==> src/hw/cpm_pkg.sv <==
// shared constants, types and helpers for the cpu clock and power-mode block
package cpm_pkg;

	// =====================================================================
	// core clock and warm-up times
	// =====================================================================
	localparam int unsigned CORE_PERIOD_NS = 40;      // 25 MHz core clock
	localparam int unsigned CFG_TIME_NS    = 4600000; // 8 slow + 2**17 fast periods
	localparam int unsigned RST_WARM_NS    = 377000;  // 2048 fast + 5 slow clocks
	localparam int unsigned WAKE_WARM_NS   = 315000;  // 64 fast + 5 slow clocks
	// least times, so round up to whole core cycles
	localparam int unsigned CFG_CYCLES      = (CFG_TIME_NS + CORE_PERIOD_NS - 1) / CORE_PERIOD_NS;
	localparam int unsigned RST_WARM_CYCLES = (RST_WARM_NS + CORE_PERIOD_NS - 1) / CORE_PERIOD_NS;
	localparam int unsigned WAKE_WARM_CYCLES = (WAKE_WARM_NS + CORE_PERIOD_NS - 1)
		/ CORE_PERIOD_NS;
	localparam int unsigned TMR_W = 17;               // warm-up counter width

	// =====================================================================
	// register map: printed offsets are indices, byte address is 4 * index
	// =====================================================================
	localparam logic [7:0] IDX_POWER_MODE  = 8'h87; // power_mode_control
	localparam logic [7:0] IDX_FETCH_WAIT  = 8'h8e; // fetch_wait_control
	localparam logic [7:0] IDX_P1_WAKE     = 8'h91; // port1_wake_enable
	localparam logic [7:0] IDX_CPU_DIV     = 8'he5; // cpu_clock_divider
	localparam logic [7:0] IDX_APPLY_KEY   = 8'he6; // clock_apply_key

	// field positions
	localparam int unsigned PMC_IDLE_BIT   = 0;
	localparam int unsigned PMC_STOP_BIT   = 1;
	localparam int unsigned PMC_FLAG_BIT   = 2;
	localparam int unsigned PMC_SMOD_BIT   = 7;
	localparam int unsigned FWC_WAIT_LSB   = 4;
	localparam int unsigned FWC_WAIT_MSB   = 6;

	// reset and fixed values
	localparam logic [2:0] FWC_WAIT_RESET  = 3'h7;
	localparam logic [3:0] FWC_LOW_FIXED   = 4'h1;  // read-only low nibble
	localparam logic [2:0] DIV_RESET       = 3'h7;
	localparam logic [7:0] P1_WAKE_RESET   = 8'h00;
	localparam logic [7:0] APPLY_KEY       = 8'h69;

	// =====================================================================
	// operating states
	// =====================================================================
	typedef enum logic [2:0] {
		ST_POR       = 3'b110,
		ST_CFG       = 3'b000,
		ST_RST_WARM  = 3'b001,
		ST_RUN       = 3'b010,
		ST_IDLE      = 3'b011,
		ST_STOP      = 3'b100,
		ST_WAKE_WARM = 3'b101
	} cpm_state_type;

	// divide ratio for a divider code; reserved codes fall back to 128
	function automatic logic [7:0] div_period(input logic [2:0] code);
		unique case (code)
			3'h1:    div_period = 8'h40;
			3'h2:    div_period = 8'h20;
			3'h3:    div_period = 8'h10;
			3'h4:    div_period = 8'h08;
			3'h5:    div_period = 8'h04;
			default: div_period = 8'h80;
		endcase
	endfunction : div_period

endpackage : cpm_pkg

==> src/hw/cpm_tmr_if.sv <==
// request and answer of the warm-up interval timer
`timescale 1ns/1ns
interface cpm_tmr_if;
	import cpm_pkg::*;
	logic             start; // one-cycle load request
	logic [TMR_W-1:0] load;  // interval in core cycles
	logic             done;  // one-cycle pulse at interval end
	modport ctrl (output start, output load, input done);
	modport tmr  (input start, input load, output done);
endinterface : cpm_tmr_if

==> src/hw/cpm_interval_timer.sv <==
// down-counting interval timer for configuration and warm-up waits
`timescale 1ns/1ns
module cpm_interval_timer
	import cpm_pkg::*;
(
	input  wire logic core_clk_in,
	input  wire logic resetn_in,
	cpm_tmr_if.tmr    tmr
);

	logic [TMR_W-1:0] count_reg; // cycles left
	logic             busy_reg;  // interval running
	logic             done_reg;  // end pulse

	// =====================================================================
	// count down: done comes load + 1 cycles after the start cycle (2 for load 0)
	// =====================================================================
	always_ff @(posedge core_clk_in or negedge resetn_in)
	begin
		if (!resetn_in)
		begin
			count_reg <= '0;
			busy_reg  <= 1'b0;
			done_reg  <= 1'b0;
		end
		else if (tmr.start)
		begin
			// a fresh start overrides any interval in flight
			count_reg <= tmr.load;
			busy_reg  <= 1'b1;
			done_reg  <= 1'b0;
		end
		else if (busy_reg && count_reg <= TMR_W'(1))
		begin
			busy_reg  <= 1'b0;
			done_reg  <= 1'b1;
		end
		else
		begin
			count_reg <= busy_reg ? count_reg - TMR_W'(1) : count_reg;
			done_reg  <= 1'b0;
		end
	end

	assign tmr.done = done_reg;

endmodule : cpm_interval_timer

==> src/hw/cpm_clock_divider.sv <==
// cpu clock enable divider: one pulse per divide period of the core clock
`timescale 1ns/1ns
module cpm_clock_divider
	import cpm_pkg::*;
(
	input  wire logic       core_clk_in,
	input  wire logic       resetn_in,
	input  wire logic [2:0] code_in,
	input  wire logic       restart_in,
	output logic            tick_out
);

	logic [7:0] count_reg; // position inside the period
	logic       tick_reg;  // registered enable pulse

	// =====================================================================
	// free-running count, restarted when a new ratio is applied
	// =====================================================================
	always_ff @(posedge core_clk_in or negedge resetn_in)
	begin
		if (!resetn_in)
		begin
			count_reg <= '0;
			tick_reg  <= 1'b0;
		end
		else if (restart_in || count_reg >= div_period(code_in) - 8'h01)
		begin
			count_reg <= '0;
			tick_reg  <= !restart_in;
		end
		else
		begin
			count_reg <= count_reg + 8'h01;
			tick_reg  <= 1'b0;
		end
	end

	assign tick_out = tick_reg;

endmodule : cpm_clock_divider

==> src/hw/cpm_power_ctrl.sv <==
// cpu clock and power-mode controller with its register slave
//
// Design decision made here: the Avalon-MM interface to the registers.
`timescale 1ns/1ns
module cpm_power_ctrl
	import cpm_pkg::*;
#(
	parameter int unsigned CFG_WAIT       = CFG_CYCLES,      // shorten in simulation
	parameter int unsigned RST_WARM_WAIT  = RST_WARM_CYCLES, // shorten in simulation
	parameter int unsigned WAKE_WARM_WAIT = WAKE_WARM_CYCLES // shorten in simulation
)
(
	input  wire logic        core_clk_in,
	input  wire logic        resetn_in,
	// avalon-mm register slave
	input  wire logic [9:0]  avs_address_in,
	input  wire logic        avs_read_in,
	input  wire logic        avs_write_in,
	input  wire logic [31:0] avs_writedata_in,
	input  wire logic [3:0]  avs_byteenable_in,
	output logic [31:0]      avs_readdata_out,
	output logic             avs_waitrequest_out,
	// wake sources, and the watchdog hold on the slow oscillator in stop
	input  wire logic [7:0]  port0_pins_in,
	input  wire logic [7:0]  port1_pins_in,
	input  wire logic [12:0] irq_flags_in,
	input  wire logic [12:0] irq_enables_in,
	input  wire logic        global_interrupt_enable_in,
	input  wire logic        watchdog_always_in,
	// program fetch handshake
	input  wire logic        fetch_req_in,
	output logic             fetch_ready_out,
	// clock and power gating
	output logic             cpu_tick_out,
	output logic             cpu_running_out,
	output logic             fast_osc_enable_out,
	output logic             slow_osc_enable_out,
	output logic             periph_enable_out,
	output logic             irq_active_out
);

	// =====================================================================
	// declarations
	// =====================================================================
	cpm_tmr_if tmr_bus ();                  // warm-up timer request/answer

	cpm_state_type state_reg;               // current operating state
	cpm_state_type state_next;              // next operating state

	logic       ack_reg;                    // second cycle of a bus access
	logic       bus_req;                    // read or write pending
	logic       bus_accept;                 // access completes this cycle
	logic       wr_en;                      // accepted write, low lane on
	logic [7:0] wr_byte;                    // low lane write data
	logic [7:0] bus_idx;                    // register index from address
	logic [31:0] rdata_reg;                 // read data for the answer
	logic [7:0] rd_byte;                    // selected register value

	logic       idle_bit_reg;               // power_mode_control idle
	logic       stop_bit_reg;               // power_mode_control stop
	logic       gp_flag_reg;                // general_flag_zero
	logic       smod_reg;                   // bit 7 kept for the uart
	logic [2:0] program_fetch_wait_reg;     // extra fetch cycles
	logic [7:0] port1_wake_enable_reg;      // per-pin wake enables
	logic [2:0] cpu_clock_divider_reg;      // software divider choice
	logic [2:0] div_active_reg;             // divider in force
	logic       apply_pulse;                // key write seen

	logic [7:0] p0_meta_reg;                // port-0 first sync stage
	logic [7:0] p0_sync_reg;                // port-0 second sync stage
	logic [7:0] p0_prev_reg;                // port-0 previous level
	logic [7:0] p1_meta_reg;                // port-1 first sync stage
	logic [7:0] p1_sync_reg;                // port-1 second sync stage
	logic [7:0] p1_prev_reg;                // port-1 previous level
	logic       pin_wake;                   // qualified pin level change
	logic       irq_wake;                   // enabled interrupt pending
	logic       wake_idle;                  // leave idle this cycle
	logic       wake_stop;                  // leave stop this cycle

	logic       div_tick;                   // divided enable from divider
	logic       cpu_tick_reg;               // fcpu enable while running
	logic [2:0] fetch_cnt_reg;              // wait cycles spent on a fetch

	logic       run_reg;                    // cpu executing
	logic       fast_en_reg;                // fast oscillator enable
	logic       slow_en_reg;                // slow oscillator enable
	logic       periph_reg;                 // peripheral clock enable
	logic       irq_act_reg;                // interrupt logic enable

	// =====================================================================
	// avalon slave: every access takes one wait cycle
	// =====================================================================
	assign bus_req             = avs_read_in | avs_write_in;
	assign bus_accept          = bus_req & ack_reg;
	assign avs_waitrequest_out = bus_req & !ack_reg;
	assign bus_idx             = avs_address_in[9:2];
	assign wr_en               = bus_accept & avs_write_in & avs_byteenable_in[0];
	assign wr_byte             = avs_writedata_in[7:0];

	// wait-cycle marker, dropped once the access completes
	always_ff @(posedge core_clk_in or negedge resetn_in)
	begin
		if (!resetn_in)
			ack_reg <= 1'b0;
		else
			ack_reg <= bus_req & !ack_reg;
	end

	// read mux; unmapped and write-only locations read zero
	always_comb
	begin
		rd_byte = 8'h00;
		unique case (bus_idx)
			IDX_POWER_MODE:
				rd_byte = {smod_reg, 4'h0, gp_flag_reg, stop_bit_reg, idle_bit_reg};
			IDX_FETCH_WAIT:
				rd_byte = {1'b0, program_fetch_wait_reg, FWC_LOW_FIXED};
			IDX_P1_WAKE:
				rd_byte = port1_wake_enable_reg;
			IDX_CPU_DIV:
				rd_byte = {5'h00, cpu_clock_divider_reg};
			default:
				rd_byte = 8'h00;
		endcase
	end

	// read data is captured in the wait cycle so it stands when accepted
	always_ff @(posedge core_clk_in or negedge resetn_in)
	begin
		if (!resetn_in)
			rdata_reg <= '0;
		else if (avs_read_in && !ack_reg)
			rdata_reg <= {24'h000000, rd_byte};
	end

	assign avs_readdata_out = rdata_reg;

	// =====================================================================
	// configuration registers
	// =====================================================================
	// fetch wait field, 7 extra cycles out of reset
	always_ff @(posedge core_clk_in or negedge resetn_in)
	begin
		if (!resetn_in)
			program_fetch_wait_reg <= FWC_WAIT_RESET;
		else if (wr_en && bus_idx == IDX_FETCH_WAIT)
			program_fetch_wait_reg <= wr_byte[FWC_WAIT_MSB:FWC_WAIT_LSB];
	end

	// port-1 wake enables, all blocked out of reset
	always_ff @(posedge core_clk_in or negedge resetn_in)
	begin
		if (!resetn_in)
			port1_wake_enable_reg <= P1_WAKE_RESET;
		else if (wr_en && bus_idx == IDX_P1_WAKE)
			port1_wake_enable_reg <= wr_byte;
	end

	// divider choice, stored but not yet in force
	always_ff @(posedge core_clk_in or negedge resetn_in)
	begin
		if (!resetn_in)
			cpu_clock_divider_reg <= DIV_RESET;
		else if (wr_en && bus_idx == IDX_CPU_DIV)
			cpu_clock_divider_reg <= wr_byte[2:0];
	end

	// only the key value moves the choice into the running divider
	assign apply_pulse = wr_en && bus_idx == IDX_APPLY_KEY && wr_byte == APPLY_KEY;

	always_ff @(posedge core_clk_in or negedge resetn_in)
	begin
		if (!resetn_in)
			div_active_reg <= DIV_RESET;
		else if (apply_pulse)
			div_active_reg <= cpu_clock_divider_reg;
		// any other key value leaves the active ratio alone
	end

	// =====================================================================
	// power_mode_control: a write that sets a bit beats a wake clear
	// =====================================================================
	always_ff @(posedge core_clk_in or negedge resetn_in)
	begin
		if (!resetn_in)
		begin
			idle_bit_reg <= 1'b0;
			stop_bit_reg <= 1'b0;
			gp_flag_reg  <= 1'b0;
			smod_reg     <= 1'b0;
		end
		else if (wr_en && bus_idx == IDX_POWER_MODE)
		begin
			idle_bit_reg <= wr_byte[PMC_IDLE_BIT] | (idle_bit_reg & !wake_idle);
			stop_bit_reg <= wr_byte[PMC_STOP_BIT] | (stop_bit_reg & !wake_stop);
			gp_flag_reg  <= wr_byte[PMC_FLAG_BIT];
			smod_reg     <= wr_byte[PMC_SMOD_BIT];
		end
		else
		begin
			// leaving a low-power mode clears its bit by itself
			if (wake_idle)
				idle_bit_reg <= 1'b0;
			if (wake_stop)
				stop_bit_reg <= 1'b0;
		end
	end

	// =====================================================================
	// pin change detection: two sync stages, then edge compare
	// =====================================================================
	always_ff @(posedge core_clk_in or negedge resetn_in)
	begin
		if (!resetn_in)
		begin
			p0_meta_reg <= '0;
			p0_sync_reg <= '0;
			p1_meta_reg <= '0;
			p1_sync_reg <= '0;
		end
		else
		begin
			p0_meta_reg <= port0_pins_in;
			p0_sync_reg <= p0_meta_reg;
			p1_meta_reg <= port1_pins_in;
			p1_sync_reg <= p1_meta_reg;
		end
	end

	// previous level tracks the synced pins so only changes count
	always_ff @(posedge core_clk_in or negedge resetn_in)
	begin
		if (!resetn_in)
		begin
			p0_prev_reg <= '0;
			p1_prev_reg <= '0;
		end
		else
		begin
			p0_prev_reg <= p0_sync_reg;
			p1_prev_reg <= p1_sync_reg;
		end
	end

	// port 0 always wakes, port 1 only where enabled
	assign pin_wake = (|(p0_sync_reg ^ p0_prev_reg))
		| (|((p1_sync_reg ^ p1_prev_reg) & port1_wake_enable_reg));
	// interrupt wake needs its own enable and the global one
	assign irq_wake = global_interrupt_enable_in
		& (|(irq_flags_in & irq_enables_in));
	assign wake_idle = state_reg == ST_IDLE && (pin_wake || irq_wake);
	assign wake_stop = state_reg == ST_STOP && pin_wake;

	// =====================================================================
	// operating state machine
	// =====================================================================
	always_comb
	begin
		state_next    = state_reg;
		tmr_bus.start = 1'b0;
		tmr_bus.load  = '0;
		unique case (state_reg)
			ST_POR:
			begin
				// launch the configuration interval
				tmr_bus.start = 1'b1;
				tmr_bus.load  = TMR_W'(CFG_WAIT);
				state_next    = ST_CFG;
			end
			ST_CFG:
				if (tmr_bus.done)
				begin
					tmr_bus.start = 1'b1;
					tmr_bus.load  = TMR_W'(RST_WARM_WAIT);
					state_next    = ST_RST_WARM;
				end
			ST_RST_WARM:
				if (tmr_bus.done)
					state_next = ST_RUN;
			ST_RUN:
				// stop takes precedence when both bits are written
				if (stop_bit_reg)
					state_next = ST_STOP;
				else if (idle_bit_reg)
					state_next = ST_IDLE;
			ST_IDLE:
				if (wake_idle)
					state_next = ST_RUN;
			ST_STOP:
				if (wake_stop)
				begin
					tmr_bus.start = 1'b1;
					tmr_bus.load  = TMR_W'(WAKE_WARM_WAIT);
					state_next    = ST_WAKE_WARM;
				end
			ST_WAKE_WARM:
				if (tmr_bus.done)
					state_next = ST_RUN;
			default:
				state_next = ST_POR;
		endcase
	end

	// every reset restarts the full power-up sequence
	always_ff @(posedge core_clk_in or negedge resetn_in)
	begin
		if (!resetn_in)
			state_reg <= ST_POR;
		else
			state_reg <= state_next;
	end

	cpm_interval_timer u_timer (
		.core_clk_in (core_clk_in),
		.resetn_in   (resetn_in),
		.tmr         (tmr_bus)
	);

	// =====================================================================
	// cpu clock enable and program fetch wait states
	// =====================================================================
	cpm_clock_divider u_divider (
		.core_clk_in (core_clk_in),
		.resetn_in   (resetn_in),
		.code_in     (div_active_reg),
		.restart_in  (apply_pulse),
		.tick_out    (div_tick)
	);

	// fcpu reaches the cpu only while it executes
	always_ff @(posedge core_clk_in or negedge resetn_in)
	begin
		if (!resetn_in)
			cpu_tick_reg <= 1'b0;
		else
			cpu_tick_reg <= div_tick && state_reg == ST_RUN;
	end

	// each fetch spends the programmed number of extra cpu cycles
	always_ff @(posedge core_clk_in or negedge resetn_in)
	begin
		if (!resetn_in)
			fetch_cnt_reg <= '0;
		else if (!fetch_req_in || fetch_ready_out)
			fetch_cnt_reg <= '0;
		else if (cpu_tick_reg)
			fetch_cnt_reg <= fetch_cnt_reg + 3'h1;
	end

	assign fetch_ready_out = fetch_req_in && cpu_tick_reg
		&& fetch_cnt_reg == program_fetch_wait_reg;

	// =====================================================================
	// oscillator and peripheral gating per mode
	// =====================================================================
	always_ff @(posedge core_clk_in or negedge resetn_in)
	begin
		if (!resetn_in)
		begin
			run_reg     <= 1'b0;
			fast_en_reg <= 1'b1;
			slow_en_reg <= 1'b1;
			periph_reg  <= 1'b0;
			irq_act_reg <= 1'b0;
		end
		else
		begin
			run_reg     <= state_reg == ST_RUN;
			fast_en_reg <= state_reg != ST_STOP;
			slow_en_reg <= state_reg != ST_STOP || watchdog_always_in;
			periph_reg  <= state_reg == ST_RUN || state_reg == ST_IDLE;
			irq_act_reg <= state_reg == ST_RUN || state_reg == ST_IDLE;
		end
	end

	assign cpu_tick_out        = cpu_tick_reg;
	assign cpu_running_out     = run_reg;
	assign fast_osc_enable_out = fast_en_reg;
	assign slow_osc_enable_out = slow_en_reg;
	assign periph_enable_out   = periph_reg;
	assign irq_active_out      = irq_act_reg;

endmodule : cpm_power_ctrl

==> config.mk <==
export PLATFORM = sky130hd
export DESIGN_NAME = cpm_power_ctrl
export DESIGN_NICKNAME = d
export VERILOG_FILES = /design/src/hw/cpm_pkg.sv /design/src/hw/cpm_tmr_if.sv /design/src/hw/cpm_interval_timer.sv /design/src/hw/cpm_clock_divider.sv /design/src/hw/cpm_power_ctrl.sv
export SDC_FILE = /design/constraint.sdc
export NUM_CORES = 1
export LEC_CHECK = 0
export ABC_CLOCK_PERIOD_IN_PS = 2600
export BUFFER_PORTS_ARGS = -buffer_cell sky130_fd_sc_hd__clkbuf_2
export CORE_MARGIN = 2
export CORE_UTILIZATION = 50
export DETAILED_ROUTE_END_ITERATION = 12
export GPL_TIMING_DRIVEN = 0
export HOLD_SLACK_MARGIN = 0.05
export PLACE_DENSITY = 0.8
export SLEW_MARGIN = 10
export SYNTH_ARGS = -nofsm -noshare
export SYNTH_HDL_FRONTEND = slang
export SYNTH_HIERARCHICAL = 1
export SYNTH_SLANG_ARGS = --single-unit
==> constraint.sdc <==
create_clock -name core_clk_in -period 2.6 [get_ports core_clk_in]
set_clock_uncertainty 0.1 [all_clocks]
set_input_delay 0.39 -clock core_clk_in [delete_from_list [all_inputs] [get_ports core_clk_in]]
set_output_delay 0.39 -clock core_clk_in [all_outputs]
set_load 0.1 [all_outputs]
After elaboration in Yosys (flattened, before gate mapping)
Cells that the tools add are included.
- add/subtract/negate cells: 4
- multipliers: 0
- div/mod/pow operators: 0
- $lt $le $gt $ge: 2
- equal/unequal tests: 25
- shift-type cells: 0
- multiplexer cells: 30
- bitwise operators: 15
- reduce and logical (&&, ||, !) cells: 35
- operators with widths (operator ; number):
    $mux 17 ; 3
    $pmux 17 s3 ; 1
    $eq 8x8->1 const B ; 5
    $pmux 8 s5 ; 1
    $pmux 8 s4 ; 1
    $mux 3 ; 8
    $pmux 3 s6 ; 1
    $le 17x1->1 const B ; 1
    $sub 17x1->17 const B ; 1
    $reduce_or 8->1 ; 2
    $xor 8x8->8 ; 2
    $eq 3x3->1 const B ; 5
    $mux 14 ; 1
    $and 13x13->13 ; 1
    $logic_and 1x1->1 ; 13
    $mux 13 ; 1
    $reduce_or 13->1 ; 1
    $eq 3x2->1 const B ; 4
    $mux 1 ; 11
    $reduce_bool 2->1 ; 5
    $add 8x1->8 const B ; 1
    $and 8x8->8 ; 1
    $eq 8x7->1 const B ; 1
    $ge 8x8->1 ; 1
    17 further kinds ; 39
- bits in registers: 117
- bits in latches: 0
- memory bits (writable): 0
- ROM bits: 0
- bits of input ports: 95
- memories: 0

Depth between registers and ports, before layout
- depth in word-level cells: 10
- depth in mapped cells: 10
- depth with buffers taken out: 10

By module
Netlist, hierarchy kept.
- by module, submodules not included (module ; instances ; cells each ; area each (um^2) ; sequential area each (um^2)):
    cpm_power_ctrl ; 1 ; 268 ; 3542.1 ; 2243.4
    cpm_interval_timer ; 1 ; 123 ; 1118.6 ; 475.5
    cpm_clock_divider ; 1 ; 61 ; 641.9 ; 225.2

Worst setup path before layout
No wires, ideal clock.
- path type: reg2reg
- start point: register cpu_tick_reg (netlist: cpu_tick_out)
- end point: register fetch_cnt_reg[0]
- arrival time: 4374 ps
- data required time: 2378 ps
- slack: -1996 ps
- cell stages (with the launch flop): 5
- cell sequence: dfrtp_1 nand2_1 nor4_1 nand2b_1 nor2_1
- longest elaborated chain between the ends: 4
- elaborated cells between the ends (all ways): 5
- those cells by class: mux: 1; reduce/logical: 4
- RTL lines (item ; line ; source):
    start: declaration ; cpm_power_ctrl.sv:81 ; logic cpu_tick_reg;
    start signal: assignment ; cpm_power_ctrl.sv:334 ; cpu_tick_reg <= 1'b0;
    start signal: assignment ; cpm_power_ctrl.sv:336 ; cpu_tick_reg <= div_tick && state_reg == ST_RUN;
    $logic_and 1x1->1 (*) ; cpm_power_ctrl.sv:350 ; assign fetch_ready_out = fetch_req_in && cpu_tick_reg
    $logic_and 1x1->1 (*) ; cpm_power_ctrl.sv:351 ; && fetch_cnt_reg == program_fetch_wait_reg;
    net fetch_ready_out ; cpm_power_ctrl.sv:32 ; output logic fetch_ready_out,
    $logic_or 1x1->1 (*) ; cpm_power_ctrl.sv:344 ; else if (!fetch_req_in || fetch_ready_out)
    $mux 3 / $reduce_bool 2->1 (equally long branches) ; - ;
    end signal: assignment ; cpm_power_ctrl.sv:347 ; fetch_cnt_reg <= fetch_cnt_reg + 3'h1;
    end: declaration ; cpm_power_ctrl.sv:82 ; logic [2:0] fetch_cnt_reg;
The timed path passes the listed nets; every way through them passes the cells marked *.
A chain may end at the register's enable or synchronous reset.

Final worst setup path
- start point: register div_active_reg[1]
- end point: register u_divider.count_reg[4]
- longest elaborated chain between the ends: 6
- elaborated cells between the ends (all ways): 10
- those cells by class: add/sub: 1; order compare: 1; eq/ne: 5; mux: 2; reduce/logical: 1
- RTL lines (item ; line ; source):
    start: declaration ; cpm_power_ctrl.sv:66 ; logic [2:0] div_active_reg;
    start signal: assignment ; cpm_power_ctrl.sv:176 ; div_active_reg <= cpu_clock_divider_reg;
    $eq 3x3->1 (tied with other cells) ; cpm_pkg.sv:57 ; unique case (code)
    $pmux 8 s5 (*) ; cpm_pkg.sv:57 ;
    $sub 8x1->8 (*) ; cpm_clock_divider.sv:26 ; else if (restart_in || count_reg >= div_period(code_in) - 8'h01)
    $ge 8x8->1 (*) ; cpm_clock_divider.sv:26 ;
    $logic_or 1x1->1 (*) ; cpm_clock_divider.sv:26 ;
    $mux 8 (*) ; cpm_clock_divider.sv:26 ;
    end signal: assignment ; cpm_clock_divider.sv:33 ; count_reg <= count_reg + 8'h01;
    end: declaration ; cpm_clock_divider.sv:13 ; logic [7:0] count_reg;
Mark *: on every way between the ends. The rest lies on a longest branch, timed or not.

==> results.sh <==
export IMPL_status="finished clean"
export IMPL_cp_depth=10
export IMPL_die_h_um=107.0
export IMPL_syn_cell_area_sq_um=5303
export IMPL_muxShareOfSynthArea_pct=4.412
export IMPL_synth_top_family_by_area="simple AND/OR/NAND/NOR gates"
export IMPL_busiest_layer="met2"
export IMPL_setup_viol=0
export IMPL_area_growth_pct=30.82
export IMPL_dp_cells=694
export IMPL_min_from="avs_read_in"
export IMPL_crit_fanout=8
export IMPL_reg2reg_depth=10
export IMPL_largest_reg_flops=17
export IMPL_path_delay_family="adder cells"
export IMPL_grtUsageMet3_pct=5.046
export IMPL_die_area_sq_um=11440
export IMPL_grt_pass1_vias=4289
export IMPL_gp_congestion=0.8880
export IMPL_core_sq_um=10320
export IMPL_num_vias=4102
export IMPL_r2r_slack_ns=0.04
export IMPL_grt_start_max_net_pins=80
export IMPL_worstSetupStartpointType="register"
export IMPL_yosysUniqueCellTypes=63
export IMPL_dpl_cell_area_sq_um=6021
export IMPL_power_switching_mw=1.223
export IMPL_start_util_pct=51.36
export IMPL_clock_path_buffers=2
export IMPL_clkPwrFrac_pct=49.4
export IMPL_viasPerCell=5.433
export IMPL_clk_latency_ns=0.52
export IMPL_hpwl_mm=7.846
export IMPL_critPathRequiredTime_ns=2.93
export IMPL_drt_iter0_drc=260
export IMPL_hold_depth=3
export IMPL_cts_tree="done"
export IMPL_path_class="register to register"
export IMPL_yosysTopAreaCell="dfrtp_1"
export IMPL_diodes=0
export IMPL_min_period_over_period_pct=98.31
export IMPL_setup_worst_path_end_class="register"
export IMPL_die_w_um=107.0
export IMPL_grt_pass1_wl_mm=20.45
export IMPL_ir_worst_vdd_mv=0.4320
export IMPL_worstPathArrival_ns=2.89
export IMPL_startpoint="div_active_reg[1]"
export IMPL_yosys_area_share_simple_pct=15.41
export IMPL_wire_per_inst_um=16.34
export IMPL_worstMarginPinSlew_ns=0.8002
export IMPL_power_frac_comb_pct=8.7
export IMPL_synth_warnings=6
export IMPL_hold_violations=0
export IMPL_preCtsSetupSlack_ns=-0.2198
export IMPL_grt_use_met2_pct=38.99
export IMPL_antenna_left=0
export IMPL_synthFlopType="dfrtp_1"
export IMPL_max_freq_ghz=0.3912
export IMPL_avgSynthCellArea_sq_um=11.73
export IMPL_layout_common_cells="dfrtp_1, clkbuf_2, nand2_1"
export IMPL_first_pass_iters=6
export IMPL_worst_path_buf_inv=1
export IMPL_cts_buffers=17
export IMPL_r2r_end="u_divider/count_reg[4]"
export IMPL_finish_instance_area_sq_um=6937
export IMPL_fin_util_pct=67.19
export IMPL_synth_seq_area_share_pct=55.52
export IMPL_p_seq_share_pct=41.9
export IMPL_crit_chain="clkinvlp_4 > ha_4 > nand3_1 > o21ai_0 > a21oi_1 > ha_1 > a21oi_1 > and3_4 > nand2_4 > nor3_1"
export IMPL_synth_top_area_share_pct=49.08
export IMPL_ioPinCount=135
export IMPL_finalPower_mw=4.544
export IMPL_nFillCells=697
export IMPL_cts_sinks=117
export IMPL_root_buffer="clkbuf_8"
export IMPL_grt_overflow=0
export IMPL_synth_edff_count=0
export IMPL_path_clk_slew_ns=0.06
export IMPL_cp_slowest_cell="dfstp_2"
export IMPL_synth_xor_area_share_pct=6.277
export IMPL_layout_drive_gt1_share_pct=34.73
export IMPL_finalWirelength_mm=12.34
export IMPL_row_count=37
export IMPL_timing_slew_headroom_pct=46.60
export IMPL_min_to="ack_reg"
export IMPL_power_density_nw_per_um2=655.0
export IMPL_synth_area_top_cells="dfrtp_1, dfstp_2, xor2_1"
export IMPL_use_met1_pct=28.90
export IMPL_fin_cells=755
export IMPL_synthAdderAreaFrac_pct=2.832
export IMPL_finalMaxSlewViolations=0
export IMPL_synthCells=452
export IMPL_leakage_nw=3.363
export IMPL_antenna_found_initial=0
export IMPL_swShare_pct=26.92
export IMPL_layout_commonest_cell="dfrtp_1"
export IMPL_async_reset_ff_share_pct=100.0
export IMPL_io_buffers=81
export IMPL_layout_nets=713
export IMPL_ys_ff_latch=117
export IMPL_hp_class="input port to register"
export IMPL_finalCriticalPeriod_ns=2.556
export IMPL_fin_ws_ns=0.04389
export IMPL_cp_slowest_stage_delay_ns=0.58
export IMPL_h_tree_depth=4
export IMPL_drc=0
export IMPL_cap_violations=0
export IMPL_track_usage_pct=23.23
export IMPL_synth_compound_area_share_pct=10.10
export IMPL_intPower_mw=3.320
export IMPL_crit_top_cell="a21oi_1"
export IMPL_r2r_start="div_active_reg[1]"
-- metrics by stage --
stage               hold slack (ns)  setup TNS [ns]
global placement             0.2315          -55.51
CTS                         0.06015               0
detailed placement           0.2258          -1.433
global route                0.07060         -0.4258
floorplan                 -0.005591               0
finish                      0.06155               0
-- kinds of logic after synthesis --
| kind of cell | Yosys count |
|---|---|
| simple gates | 137 |
| flops | 117 |
| compound gates | 78 |
| buf+inv | 48 |
| xor+xnor | 38 |
| mux | 21 |
| fa+ha+maj | 12 |
| other cells | 1 |
-- Yosys cell counts (all sizes together), types with 2 or more instances --
library cell,instances
dfrtp,104
nand2,39
xor2,33
buf,28
o21ai,27
mux2,19
nor2,17
a22oi,14
nand3,14
dfstp,13
inv,13
nor3,13
ha,12
and3,9
nor4,9
nand4,8
clkbuf,7
a21oi,6
nand2b,6
o211ai,5
xnor2,5
a22o,4
a222oi,3
and2,3
a31o,2
mux2i,2
nand3b,2
nand4b,2
nor2b,2
o21bai,2
o311ai,2
o31a,2
o41ai,2
or2,2
or3,2
or4,2
or4b,2
-- layout make-up --
cell class	instances	area, sq um	area share (%)
Buffer	35	241.5	3.481
Clock buffer	19	431.7	6.223
Clock inverter	13	140.1	2.020
Inverter	13	52.55	0.7576
Multi-Input combinational cell	311	2241	32.31
Sequential cell	117	2945	42.46
Tap cell	136	170.2	2.453
Timing Repair Buffer	111	714.4	10.30
-- how the worst max path moves through the flow --
stage                                  end  slack, ns
global route        u_divider/count_reg[6]      -0.06
global placement              cpu_tick_out      -0.76
CTS                  u_timer/count_reg[14]       0.01
finish              u_divider/count_reg[4]       0.04
floorplan                 fetch_cnt_reg[0]       0.13
detailed placement   u_timer/count_reg[14]      -0.22
-- power by group through the flow --
stage	Combinational (mW)	Sequential (mW)	Clock (mW)
after floorplan	0.249	1.92	0
after global placement	0.347	1.93	0
after detailed placement	0.361	1.93	0
after CTS	0.393	1.90	2.27
after global routing	0.422	1.91	2.37
final	0.393	1.90	2.25
-- tightest hold or removal path: stages --
cell and delay (ns):
clkbuf_2 0.09, nor2_1 0.10, nor2_1 0.06
-- timing repair --
| item | CTS | global route |
|---|---|---|
| hold buffers | 22 | 0 |
| pin swaps | 1 | 4 |
| buffers inserted | 1 | 6 |
| gates cloned | 0 | 0 |
| resized for setup | 6 | 9 |
| endpoints found under the hold margin | 61 | 0 |
| setup endpoints to repair | 17 | 25 |
-- layer usage --
metal | up-vias | wire, um | part of all wire [%]
li1 | 1879 | - | -
met1 | 2010 | 4964 | 40
met2 | 187 | 6345 | 51
met3 | 26 | 751 | 6.1
met4 | 0 | 278 | 2.3
met5 | - | 0 | 0
Power figures use the tool's default switching activity.
